File: src/hw/pes_pkg.sv
// Shared constants and carrier types for the port error and status bank
package pes_pkg;

    // ==========================================================
    // Address map
    localparam logic [11:0] PES_BASE_OFS = 12'h058;
    localparam logic [11:0] PES_PORT_STRIDE = 12'h020;
    localparam logic [11:0] PES_IRQ_STAT_OFS = 12'h300;
    localparam logic [11:0] PES_IRQ_MASK_OFS = 12'h304;
    localparam int PES_MAX_PORTS = 16;

    // ==========================================================
    // Field positions, given in bit-0-is-MSB numbering
    localparam int PES_DOC_OUT_RETRY_SEEN = 11;
    localparam int PES_DOC_OUT_RETRIED = 12;
    localparam int PES_DOC_OUT_RETRY_HALT = 13;
    localparam int PES_DOC_OUT_ERR_SEEN = 14;
    localparam int PES_DOC_OUT_ERR_HALT = 15;
    localparam int PES_DOC_IN_RETRY_HALT = 21;
    localparam int PES_DOC_IN_ERR_SEEN = 22;
    localparam int PES_DOC_IN_ERR_HALT = 23;
    localparam int PES_DOC_PW_PENDING = 27;
    localparam int PES_DOC_PRESENT = 28;
    localparam int PES_DOC_PORT_ERR = 29;
    localparam int PES_DOC_PORT_OK = 30;
    localparam int PES_DOC_UNINIT = 31;

    // ==========================================================
    // Reset values
    localparam logic PES_RST_UNINIT = 1'h1;
    localparam logic PES_RST_FLAG = 1'h0;
    localparam logic [31:0] PES_RST_WORD = 32'h0000_0000;

    // Bit 0 of the register is the most significant bit of the word
    function automatic int pes_lsb(input int doc_bit);
        return 31 - doc_bit;
    endfunction : pes_lsb

    // ==========================================================
    // Carriers
    typedef struct packed {
        logic out_retry_halted;
        logic out_err_halted;
        logic in_retry_halted;
        logic in_err_halted;
        logic pkt_accepted;
        logic pkt_not_accepted;
        logic pw_needed;
        logic unrecov_err;
        logic clk_present;
        logic initialized;
    } pes_port_in_t;

    typedef struct packed {
        logic [11:0] adr;
        logic [31:0] dat;
        logic [3:0] sel;
        logic we;
        logic cyc;
        logic stb;
    } pes_wb_req_t;

endpackage : pes_pkg

File: src/hw/pes_top.sv
// Per-port error and status register bank behind a classic Wishbone slave
`timescale 1ns/1ps

module pes_top #(
    parameter int NUM_PORTS = 16
) (
    // Clock and reset
    input wire logic sys_clk,
    input wire logic arst_n,
    // Wishbone slave
    input wire pes_pkg::pes_wb_req_t wb_req,
    output logic [31:0] wb_dat_o,
    output logic wb_ack_o,
    // Link protocol machine state, one entry per port
    input wire pes_pkg::pes_port_in_t [NUM_PORTS-1:0] port_in,
    // Register image per port for device use
    output logic [NUM_PORTS-1:0][31:0] port_stat_o,
    // Interrupt
    output logic irq_o
);

    // ==========================================================
    // Parameter check
    generate
        if (NUM_PORTS < 1 || NUM_PORTS > pes_pkg::PES_MAX_PORTS) begin : g_bad
            $error("NUM_PORTS must lie between 1 and 16");
        end
    endgenerate

    localparam int L_ORS = pes_pkg::pes_lsb(pes_pkg::PES_DOC_OUT_RETRY_SEEN);
    localparam int L_ORT = pes_pkg::pes_lsb(pes_pkg::PES_DOC_OUT_RETRIED);
    localparam int L_ORH = pes_pkg::pes_lsb(pes_pkg::PES_DOC_OUT_RETRY_HALT);
    localparam int L_OES = pes_pkg::pes_lsb(pes_pkg::PES_DOC_OUT_ERR_SEEN);
    localparam int L_OEH = pes_pkg::pes_lsb(pes_pkg::PES_DOC_OUT_ERR_HALT);
    localparam int L_IRH = pes_pkg::pes_lsb(pes_pkg::PES_DOC_IN_RETRY_HALT);
    localparam int L_IES = pes_pkg::pes_lsb(pes_pkg::PES_DOC_IN_ERR_SEEN);
    localparam int L_IEH = pes_pkg::pes_lsb(pes_pkg::PES_DOC_IN_ERR_HALT);
    localparam int L_PWP = pes_pkg::pes_lsb(pes_pkg::PES_DOC_PW_PENDING);
    localparam int L_PRS = pes_pkg::pes_lsb(pes_pkg::PES_DOC_PRESENT);
    localparam int L_PER = pes_pkg::pes_lsb(pes_pkg::PES_DOC_PORT_ERR);
    localparam int L_POK = pes_pkg::pes_lsb(pes_pkg::PES_DOC_PORT_OK);
    localparam int L_UNI = pes_pkg::pes_lsb(pes_pkg::PES_DOC_UNINIT);

    // ==========================================================
    // Bus handshake: ack one cycle after the request, dropped next cycle
    logic req_w;
    logic wr_fire_w;
    logic [31:0] byte_mask_w;
    logic [31:0] clr_w;
    logic wb_ack_q;
    logic [31:0] wb_dat_q;
    logic [31:0] rd_mux_w;

    assign req_w = wb_req.cyc & wb_req.stb;
    // Writes act at the edge where the master samples ack
    assign wr_fire_w = req_w & wb_req.we & wb_ack_q;

    always_comb begin
        for (int b = 0; b < 4; b++) begin
            byte_mask_w[8*b +: 8] = {8{wb_req.sel[b]}};
        end
    end

    // Only ones in enabled byte lanes clear a flag
    assign clr_w = wb_req.dat & byte_mask_w;

    always_ff @(posedge sys_clk or negedge arst_n) begin
        if (!arst_n) begin
            wb_ack_q <= 1'h0;
        end else begin
            wb_ack_q <= req_w & ~wb_ack_q;
        end
    end

    always_ff @(posedge sys_clk or negedge arst_n) begin
        if (!arst_n) begin
            wb_dat_q <= pes_pkg::PES_RST_WORD;
        end else if (req_w & ~wb_ack_q & ~wb_req.we) begin
            wb_dat_q <= rd_mux_w;
        end
    end

    assign wb_dat_o = wb_dat_q;
    assign wb_ack_o = wb_ack_q;

    // ==========================================================
    // Per-port register
    logic [NUM_PORTS-1:0][31:0] stat_w;
    logic [NUM_PORTS-1:0] hit_w;
    logic [NUM_PORTS-1:0] event_w;

    genvar gi;
    generate
        for (gi = 0; gi < NUM_PORTS; gi++) begin : g_port
            localparam logic [11:0] OFS = pes_pkg::PES_BASE_OFS
                + 12'(gi) * pes_pkg::PES_PORT_STRIDE;
            pes_pkg::pes_port_in_t pi;
            logic [31:0] clr;
            logic ors_q, ort_q, orh_q, oes_q, oeh_q;
            logic irh_q, ies_q, ieh_q, pwp_q, prs_q, per_q, pok_q, uni_q;
            logic ack_rx;

            assign pi = port_in[gi];
            assign hit_w[gi] = wb_req.adr[11:2] == OFS[11:2];
            assign clr = (wr_fire_w & hit_w[gi]) ? clr_w : 32'h0000_0000;
            assign ack_rx = pi.pkt_accepted | pi.pkt_not_accepted;

            // Live state flags, registered once
            always_ff @(posedge sys_clk or negedge arst_n) begin
                if (!arst_n) begin
                    orh_q <= pes_pkg::PES_RST_FLAG;
                    oeh_q <= pes_pkg::PES_RST_FLAG;
                    irh_q <= pes_pkg::PES_RST_FLAG;
                    ieh_q <= pes_pkg::PES_RST_FLAG;
                    prs_q <= pes_pkg::PES_RST_FLAG;
                    pok_q <= pes_pkg::PES_RST_FLAG;
                    uni_q <= pes_pkg::PES_RST_UNINIT;
                end else begin
                    orh_q <= pi.out_retry_halted;
                    oeh_q <= pi.out_err_halted;
                    irh_q <= pi.in_retry_halted;
                    ieh_q <= pi.in_err_halted;
                    prs_q <= pi.clk_present;
                    pok_q <= pi.initialized;
                    uni_q <= ~pi.initialized;
                end
            end

            // Retried: set on entering retry-halted, cleared by an ack
            always_ff @(posedge sys_clk or negedge arst_n) begin
                if (!arst_n) begin
                    ort_q <= pes_pkg::PES_RST_FLAG;
                end else begin
                    ort_q <= (pi.out_retry_halted & ~orh_q)
                        | (ort_q & ~ack_rx);
                end
            end

            // Sticky flags, set wins over a write-one clear
            always_ff @(posedge sys_clk or negedge arst_n) begin
                if (!arst_n) begin
                    ors_q <= pes_pkg::PES_RST_FLAG;
                    oes_q <= pes_pkg::PES_RST_FLAG;
                    ies_q <= pes_pkg::PES_RST_FLAG;
                    pwp_q <= pes_pkg::PES_RST_FLAG;
                    per_q <= pes_pkg::PES_RST_FLAG;
                end else begin
                    ors_q <= pi.out_retry_halted | (ors_q & ~clr[L_ORS]);
                    oes_q <= pi.out_err_halted | (oes_q & ~clr[L_OES]);
                    ies_q <= pi.in_err_halted | (ies_q & ~clr[L_IES]);
                    pwp_q <= pi.pw_needed | (pwp_q & ~clr[L_PWP]);
                    per_q <= pi.unrecov_err | (per_q & ~clr[L_PER]);
                end
            end

            // Any sticky flag newly rising raises the port's event
            assign event_w[gi] = (pi.out_retry_halted & ~ors_q)
                | (pi.out_err_halted & ~oes_q)
                | (pi.in_err_halted & ~ies_q)
                | (pi.pw_needed & ~pwp_q)
                | (pi.unrecov_err & ~per_q);

            // Word assembly, reserved bits tied to zero
            always_comb begin
                stat_w[gi] = 32'h0000_0000;
                stat_w[gi][L_ORS] = ors_q;
                stat_w[gi][L_ORT] = ort_q;
                stat_w[gi][L_ORH] = orh_q;
                stat_w[gi][L_OES] = oes_q;
                stat_w[gi][L_OEH] = oeh_q;
                stat_w[gi][L_IRH] = irh_q;
                stat_w[gi][L_IES] = ies_q;
                stat_w[gi][L_IEH] = ieh_q;
                stat_w[gi][L_PWP] = pwp_q;
                stat_w[gi][L_PRS] = prs_q;
                stat_w[gi][L_PER] = per_q;
                stat_w[gi][L_POK] = pok_q;
                stat_w[gi][L_UNI] = uni_q;
            end
        end
    endgenerate

    // ==========================================================
    // Image output
    logic [NUM_PORTS-1:0][31:0] port_stat_q;

    always_ff @(posedge sys_clk or negedge arst_n) begin
        if (!arst_n) begin
            for (int p = 0; p < NUM_PORTS; p++) begin
                port_stat_q[p] <= {pes_pkg::PES_RST_WORD[31:1],
                    pes_pkg::PES_RST_UNINIT};
            end
        end else begin
            port_stat_q <= stat_w;
        end
    end

    assign port_stat_o = port_stat_q;

    // ==========================================================
    // Interrupt status and mask, one bit per port
    logic [NUM_PORTS-1:0] irq_stat_q;
    logic [NUM_PORTS-1:0] irq_mask_q;
    logic irq_q;
    logic hit_stat_w;
    logic hit_mask_w;

    assign hit_stat_w = wb_req.adr[11:2] == pes_pkg::PES_IRQ_STAT_OFS[11:2];
    assign hit_mask_w = wb_req.adr[11:2] == pes_pkg::PES_IRQ_MASK_OFS[11:2];

    always_ff @(posedge sys_clk or negedge arst_n) begin
        if (!arst_n) begin
            irq_stat_q <= '0;
        end else if (wr_fire_w & hit_stat_w) begin
            irq_stat_q <= event_w | (irq_stat_q & ~clr_w[NUM_PORTS-1:0]);
        end else begin
            irq_stat_q <= event_w | irq_stat_q;
        end
    end

    always_ff @(posedge sys_clk or negedge arst_n) begin
        if (!arst_n) begin
            irq_mask_q <= '0;
        end else if (wr_fire_w & hit_mask_w) begin
            irq_mask_q <= (wb_req.dat[NUM_PORTS-1:0]
                & byte_mask_w[NUM_PORTS-1:0])
                | (irq_mask_q & ~byte_mask_w[NUM_PORTS-1:0]);
        end
    end

    always_ff @(posedge sys_clk or negedge arst_n) begin
        if (!arst_n) begin
            irq_q <= 1'h0;
        end else begin
            irq_q <= |(irq_stat_q & irq_mask_q);
        end
    end

    assign irq_o = irq_q;

    // ==========================================================
    // Read multiplexer; unmapped words read zero
    always_comb begin
        rd_mux_w = 32'h0000_0000;
        for (int p = 0; p < NUM_PORTS; p++) begin
            if (hit_w[p]) begin
                rd_mux_w = stat_w[p];
            end
        end
        if (hit_stat_w) begin
            rd_mux_w[NUM_PORTS-1:0] = irq_stat_q;
        end
        if (hit_mask_w) begin
            rd_mux_w[NUM_PORTS-1:0] = irq_mask_q;
        end
    end

endmodule : pes_top

File: config.mk
export PLATFORM = sky130hd
export DESIGN_NAME = pes_top
export DESIGN_NICKNAME = d
export VERILOG_FILES = /design/src/hw/pes_pkg.sv /design/src/hw/pes_top.sv
export SDC_FILE = /design/constraint.sdc
export NUM_CORES = 1
export LEC_CHECK = 0
export ABC_AREA = 1
export BUFFER_PORTS_ARGS = -buffer_cell sky130_fd_sc_hd__buf_2
export CAP_MARGIN = 20
export CELL_PAD_IN_SITES_DETAIL_PLACEMENT = 1
export CELL_PAD_IN_SITES_GLOBAL_PLACEMENT = 2
export CORE_AREA = 5 5 293 295
export DETAILED_ROUTE_END_ITERATION = 10
export DIE_AREA = 0 0 298 300
export PLACE_DENSITY = 0.65
export SETUP_SLACK_MARGIN = 0.15
export SYNTH_ARGS = -nofsm -noshare
export SYNTH_HDL_FRONTEND = slang
export SYNTH_SLANG_ARGS = --single-unit
export TNS_END_PERCENT = 30
File: constraint.sdc
create_clock -name sys_clk -period 2.55 [get_ports sys_clk]
set_input_delay 0.6375 -clock sys_clk [delete_from_list [all_inputs] [get_ports sys_clk]]
set_output_delay 0.6375 -clock sys_clk [all_outputs]
set_load 0.02 [all_outputs]
==> Implementation_results.wiki, run 1 <==
{| class="wikitable"
! Metric !! Value
|-
| Outcome || complete, no violations
|-
| Total core area || approximately 0.083 mm2
|-
| Worst endpoint data arrival time || 2.95 ns
|-
| Number of endpoints failing setup at the final stage || 0
|-
| CP required || approximately 3 ns
|-
| Number of antenna violations at the first check in global routing || 22
|-
| Max Cap Viol || 0
|-
| Fraction of power spent switching nets || 26.4%
|-
| Most frequent cells after synthesis || dfrtp_1 (439), buf_4 (318), nand2_1 (315), inv_1 (180), nor2_1 (143)
|-
| Final net count || 2609
|-
| Clock latency on the worst-skew pair || 0.62 ns
|-
| Portion of total power attributed to sequential cells || 45.0%
|-
| Area leader, netlist || dfrtp_1
|-
| Post-layout utilization of the core || 29.4%
|-
| Height of the chip || 300 um
|-
| Mean cell area of the mapped netlist || 10.5 um2
|-
| Register-to-Register Path Depth || 12
|-
| CTS clk-pin slew, worst paths || 0.06 ns
|-
| Startpoint of the most critical hold path || port_in[141]
|-
| Critical path start-end classification || in -> reg
|-
| Worst Setup Slack, final || 0.0915 ns
|-
| Most frequently used flop master after synthesis || dfrtp_1
|-
| Combined area of all synthesized cells || ~0.019 mm2
|-
| Setup crit end kind || flip-flop
|-
| Cell with the most instances after synthesis || dfrtp_1
|-
| Highest achievable clock rate || between 400 and 500 MHz
|-
| Hold Path Stages || 1
|-
| Synthesized instance count || around 1800
|-
| R2r endpoint || wb_dat_o[10]
|-
| Share of power burned in combinational logic || 8.5%
|-
| Drt total wl || 76.8 mm
|-
| Most area-consuming cells after synthesis || dfrtp_1 (58%), buf_4 (13%), nand2_1 (6.2%), dfstp_2 (4.4%), inv_1 (3.6%)
|-
| Tot GR Track Use || 16.4%
|-
| Slack of the worst reg-to-reg path || 0.13 ns
|-
| Final Slew Violations || 0
|-
| CTS H-tree depth || 2
|-
| Startpoint type of the worst setup path || input port
|-
| Detailed Routing Iterations Pass 1 || 5
|-
| Sequential-to-total area share from yosys stat || ~62%
|-
| Fraction of final layout cells sized beyond drive strength 1 || between 30% and 40%
|-
| Post-synthesis cell type count || between 40 and 50
|-
| Global route overflow || 0
|-
| Starting Density || between 20% and 30%
|-
| Transition time at the pin with the least slew margin || between 0.5 and 0.6 ns
|-
| Area of the multi-input gates || about 0.0052 mm2
|-
| Die Span X || 298 um
|-
| Setup repair after global routing missed its margin || yes
|-
| Lkg Pwr || 11.8 nW
|-
| Number of fillers in the final layout || 9603
|-
| Final Hold Violating Endpoints || 0
|-
| Accumulated negative setup slack || 0 ns
|-
| Clock sink count || around 470
|-
| Root Driver || clkbuf_16
|-
| TritonCTS clock tree || done
|-
| Area share of the largest cell type after synthesis || around 58%
|-
| Share of synthesized flip-flops with an asynchronous set or reset || between 90% and 100%
|-
| Port Buffers || about 430
|-
| Maximum fanout along the worst path || 7
|-
| Setup skew after layout || 0.0405 ns
|-
| Vias in the first global route || 15800
|-
| Int Pwr || 12.9 mW
|-
| Max FFs per register || ~210
|-
| Number of enable flip-flop cells after synthesis || 0
|-
| Post-route antenna net violation count || 0
|-
| Worst relative slew slack || between 60% and 70%
|-
| Area taken by flip-flops and latches || 0.0118 mm2
|-
| Kind of path behind the tightest hold check || in -> reg
|-
| Min-Delay Endpoint || g_port[14].prs_q
|-
| Switching power || 4.63 mW
|-
| DP HPWL || between 60 and 70 mm
|-
| Number of vias after detailed routing || 14300
|-
| Worst VDD drop || 440 uV
|-
| Top-level port count || 759
|-
| Routed wire length per instance || between 20 and 25 um
|-
| Synth-to-Final Area Change || 28.4%
|-
| Fin crit share || 96.4%
|-
| Setup Slack @ Placement || -0.888 ns
|-
| Largest net degree at the start of global routing || 68
|-
| RD Place Congestion || around 0.84
|-
| First DRT Iteration DRCs || 778
|-
| Area of the die || 0.0894 mm2
|-
| Minimum period implied by the final worst setup slack || about 2.5 ns
|-
| RR Startpoint || g_port[1].irh_q
|-
| Synth warnings || 0
|-
| Synthesis-stage register bit count || 471
|-
| Number of buffers on the longest clock path || 3
|-
| Number of buffers added by the clock tree synthesis step || 54
|-
| Via density || 4.05
|-
| Pwr dens || 720 mW/mm2
|-
| DRC violations left || 0
|-
| Power share of the clock group || 46.5%
|-
| Standard-cell row count || 106
|-
| Global-route wire length before repair || 110 mm
|}
==> cells in the final DEF (no fill, tap or decap), types with 10 or more instances in the layout <==
cell,instances
o21ai_0,98
nor2_2,13
nand2_1,308
clkbuf_1,10
nand3_1,14
a21oi_1,22
dfstp_2,32
clkinv_2,10
a221oi_1,14
dfrtp_1,436
inv_1,178
inv_2,10
buf_4,134
o22ai_1,22
conb_1,315
buf_2,419
nor2_1,130
o21bai_1,12
clkbuf_16,55
nand4_1,67
nor3_1,15
==> repair_timing <==
action / 4_1_cts / 5_1_grt
setup endpoints to repair: 7 / 12
buffers inserted: 12 / 3
hold endpoints to repair: 38 / 0
cloned: 0 / 0
gates resized for setup: 31 / 20
hold buffers: 1 / 0
pin swaps: 30 / 37
==> cells by family (layout without fill, tap and decap cells) <==
group,after synthesis,count (layout),synth area share [%]
simple gates,587,587,13.8
buf+inv,532,857,16.9
flops,471,471,62.4
compound gates,204,204,6.63
mux,4,4,0.238
other cells,1,322,0.0198
==> layer usage <==
layer | part of all wire (%) | GRT usage (%)
met1 | 41 | 20.5
met2 | 50 | 29.1
met3 | 6.5 | 3.78
met4 | 2.0 | 3.81
met5 | 0.12 | 0
==> critical path, stage by stage <==
cell and delay, ns:
buf_4 0.12, nand2_4 0.12, nor2_8 0.08, buf_6 0.13, nand4_1 0.07, nand2_1 0.08, nor2_2 0.15, nand4_1 0.23
nor2_2 0.19, nand4_1 0.18, nor2_1 0.16, nand4_1 0.30, nor2_1 0.19, nand4_1 0.12, nand2_1 0.11, nand2_1 0.06
==> worst max path at each step <==
stage	end	slack [ns]	from	depth (start not counted)
after floorplan	irq_stat_q[5]	0.44	wb_req[50]	10
final	wb_dat_o[10]	0.09	wb_req[42]	16
after CTS	wb_dat_o[19]	0.1	wb_req[48]	18
after global placement	wb_dat_o[18]	-0.87	wb_req[48]	18
after detailed placement	wb_dat_o[19]	-0.89	wb_req[48]	18
after global routing	wb_dat_o[3]	0.07	g_port[1].prs_q	12
==> power by group through the flow <==
stage	logic, mW	registers (mW)	clock network (mW)
5_1_grt	1.62	7.92	8.69
3_5_place_dp	1.46	8.03	0
2_1_floorplan	0.949	8.14	0
3_3_place_gp	1.45	8.03	0
6_report	1.49	7.89	8.14
4_1_cts	1.48	7.90	8.38
==> metrics by stage <==
step / std cells / total power, mW / hold slack [ns] / area [um2]
3_5_place_dp: 3404 / 9.49 / 0.358 / 22200
2_1_floorplan: 2113 / 9.09 / 0.342 / 20100
4_1_cts: 3515 / 17.8 / 0.0740 / 24300
6_report: 3525 / 17.5 / 0.119 / 24400
3_3_place_gp: 3404 / 9.48 / 0.358 / 22200
5_1_grt: 3519 / 18.2 / 0.0778 / 24300
==> area by class of cell <==
cell class | instances | area share, %
well taps | 1080 | 5.55
clock inverters | 25 | 1.43
inverters | 190 | 2.94
repair buffers | 569 | 13.7
multi-input cells | 1110 | 21.4
diodes | 7 | 0.0719
flip-flops and latches | 471 | 48.6
clock buffers | 73 | 6.26
(Power assumes the default switching activity.)
==> run 2, diff against run 1 <==
MAX_ROUTING_LAYER = met4   (was unset)
==> run 2 against run 1 <==
Net effect: clock power is 7.0% higher; sequential power barely moved; register-to-register slack about the same; sequential cell count is the same; die area unchanged; highest routed layer is now met4.
==> Implementation_results.wiki, run 2 (synthesis results as in run 1) <==
{| class="wikitable"
! Metric !! Value
|-
| Vias in the first global route || 15900 (was 15800)
|-
| Max FFs per register || 208 (unchanged)
|-
| Crit path max-delay cell type || nand4_1 (unchanged)
|-
| Transition time at the pin with the least slew margin || 0.572 ns (was 0.579 ns)
|-
| Number of buffers added by the clock tree synthesis step || 54 (unchanged)
|-
| Most common library cell in the layout ignoring fill and taps || dfrtp_1 (unchanged)
|-
| Standard-cell row count || 106 (unchanged)
|-
| Height of the chip || 300 um (unchanged)
|-
| Largest net degree at the start of global routing || 68 (unchanged)
|-
| RD Place Congestion || 0.859 (was 0.843)
|-
| Highest achievable clock rate || 404 MHz (was 407 MHz)
|-
| Starting Density || 22.9% (unchanged)
|-
| Root Driver || clkbuf_16 (unchanged)
|-
| Clock latency on the worst-skew pair || 0.62 ns (about the same)
|-
| Detailed Routing Iterations Pass 1 || 4 (was 5)
|-
| Area of the die || 0.0894 mm2 (unchanged)
|-
| Largest delay contributor family on the critical path || simple AND/OR/NAND/NOR gates (unchanged)
|-
| DP HPWL || 62.3 mm (was 61.8 mm)
|-
| Number of vias after detailed routing || 14200 (was 14300)
|-
| Critical path start-end classification || in -> reg (unchanged)
|-
| Cell Count, Final, Fillers Out || 3540 (was 3525)
|-
| Global route overflow || 0 (unchanged)
|-
| Minimum period implied by the final worst setup slack || 2.48 ns (was 2.46 ns)
|-
| Cell-by-cell trace of the critical path || buf_4, inv_1, nand2_4, nor2_4, nand3_2, buf_6, nor2_1, nor2_2, nand4_1, nor2_2, nand4_1, nor2_1, nand4_1, nor2_1, nand4_1, nand2_1, nand2_1 (was buf_4, nand2_4, nor2_8, buf_6, nand4_1, nand2_1, nor2_2, nand4_1, nor2_2, nand4_1, nor2_1, nand4_1, nor2_1, nand4_1, nand2_1, nand2_1)
|-
| Worst VDD drop || 376 uV (was 440 uV)
|-
| Startpoint type of the worst setup path || input port (unchanged)
|-
| Slack of the worst reg-to-reg path || 0.12 ns (was 0.13 ns)
|-
| First DRT Iteration DRCs || 768 (was 778)
|-
| Lkg Pwr || 11.9 nW (was 11.8 nW)
|-
| CTS H-tree depth || 2 (unchanged)
|-
| Fraction of final layout cells sized beyond drive strength 1 || 31.5% (was 31.1%)
|-
| Die Span X || 298 um (unchanged)
|-
| Final Slew Violations || 0 (unchanged)
|-
| Port Buffers || 426 (unchanged)
|-
| Clock sink count || 471 (unchanged)
|-
| DRC violations left || 0 (unchanged)
|-
| Commonest non-fill, non-tap cells in the layout || dfrtp_1 (434), buf_2 (421), conb_1 (315) (was dfrtp_1 (436), buf_2 (419), conb_1 (315))
|-
| Number of buffers on the longest clock path || 3 (unchanged)
|-
| Max Cap Viol || 0 (unchanged)
|-
| TritonCTS clock tree || done (unchanged)
|-
| Setup skew after layout || 0.0323 ns (was 0.0405 ns)
|-
| Worst endpoint data arrival time || 2.96 ns (was 2.95 ns)
|-
| Synth-to-Final Area Change || 29.6% (was 28.4%)
|-
| Final net count || 2609 (unchanged)
|-
| Kind of path behind the tightest hold check || in -> reg (unchanged)
|-
| Cell mode on critical path || nand4_1 (unchanged)
|-
| Final Hold Violating Endpoints || 0 (unchanged)
|-
| Setup crit end kind || flip-flop (unchanged)
|-
| Total core area || 0.0829 mm2 (unchanged)
|-
| Routed wire length per instance || 21.9 um (was 21.8 um)
|-
| Setup repair after global routing missed its margin || yes (unchanged)
|-
| Number of antenna violations at the first check in global routing || 29 (was 22)
|-
| Number of endpoints failing setup at the final stage || 0 (unchanged)
|-
| Global-route wire length before repair || 110 mm (about the same)
|-
| Outcome || complete, no violations (unchanged)
|-
| Crit path buf inv count || 3 (was 2)
|-
| Via density || 4.02 (was 4.05)
|-
| Maximum fanout along the worst path || 6 (was 7)
|-
| Tot GR Track Use || 17.0% (was 16.4%)
|-
| CTS clk-pin slew, worst paths || 0.06 ns (about the same)
|-
| Worst relative slew slack || 61.8% (was 61.4%)
|-
| Hold slack final || 0.126 ns (was 0.119 ns)
|-
| Total placed cells including tap cells || 3408 (was 3404)
|-
| Top-level port count || 759 (unchanged)
|-
| Fin crit share || 97.1% (was 96.4%)
|-
| Drt total wl || 77.5 mm (was 76.8 mm)
|-
| Max incr delay on CP || 0.31 ns (was 0.30 ns)
|-
| Pwr dens || 737 mW/mm2 (was 720 mW/mm2)
|-
| Post-route antenna net violation count || 0 (unchanged)
|-
| Number of fillers in the final layout || 9665 (was 9603)
|-
| CP required || 3.04 ns (about the same)
|}
## run 2: changes by cell type in the layout (fill, tap and decap cells not counted), sizes merged
cell and change:
clkinvlp -2, buf -2, clkinv +3, bufinv +5, inv -1, diode +12
## run 2: metal layers
layer	vias to the layer above	routed length (um)	track usage, %
li1	6378	-	-
met1	7180	32000	20.5
met2	571	38200	28.5
met3	112	5060	3.70
met4	0	2140	5.67
met5	-	0	-
## run 2: cell type report
type / count / area, um2 / share of cell area, %
flip-flops and latches: 471 / 11800 / 48.1
diodes: 19 / 47.5 / 0.193
clock buffers: 71 / 1530 / 6.21
well taps: 1080 / 1350 / 5.50
multi-input cells: 1110 / 5260 / 21.4
clock inverters: 30 / 495 / 2.02
inverters: 190 / 718 / 2.92
repair buffers: 569 / 3350 / 13.6
## run 2: per-stage QoR
stage	total power, mW	utilization (%)	instance area, um2	setup WS, ns	setup TNS, ns
after floorplan	9.09	-	20100	0.438	0
after global placement	9.49	26.8	22200	-0.764	-11.09
after detailed placement	9.51	26.8	22200	-0.803	-12.72
after CTS	18.3	29.4	24400	0.0904	0
after global routing	18.8	29.6	24600	-0.0144	-0.0144
final	18.1	29.7	24600	0.0750	0
## run 2: report_power, final
group	leakage, nW	internal (mW)	switching [mW]	total (mW)
registers	5.04	7.74	0.157	7.90
logic	5.90	0.335	1.16	1.50
clock network	0.989	5.36	3.35	8.71
## run 2: final timing paths
kind | from | end | depth (start not counted)
max in group asynchronous | arst_n | g_port[1].irh_q | 3
worst max register to register | g_port[1].irh_q | wb_dat_o[10] | 12
worst min-delay path | port_in[31] | g_port[3].prs_q | 1
worst max-delay path | wb_req[48] | wb_dat_o[10] | 17
worst min register to register | g_port[3].uni_q | port_stat_o[96] | 0
min in group asynchronous | arst_n | port_stat_o[130] | 2
## run 2: what timing repair did
action | in CTS | in global routing
cloned | 0 | 0
endpoints found under the hold margin | 17 | 0
setup buffers | 7 | 4
hold buffers | 1 | 0
pin swaps | 25 | 58
endpoints found under the setup margin | 8 | 10
resized for setup | 31 | 26
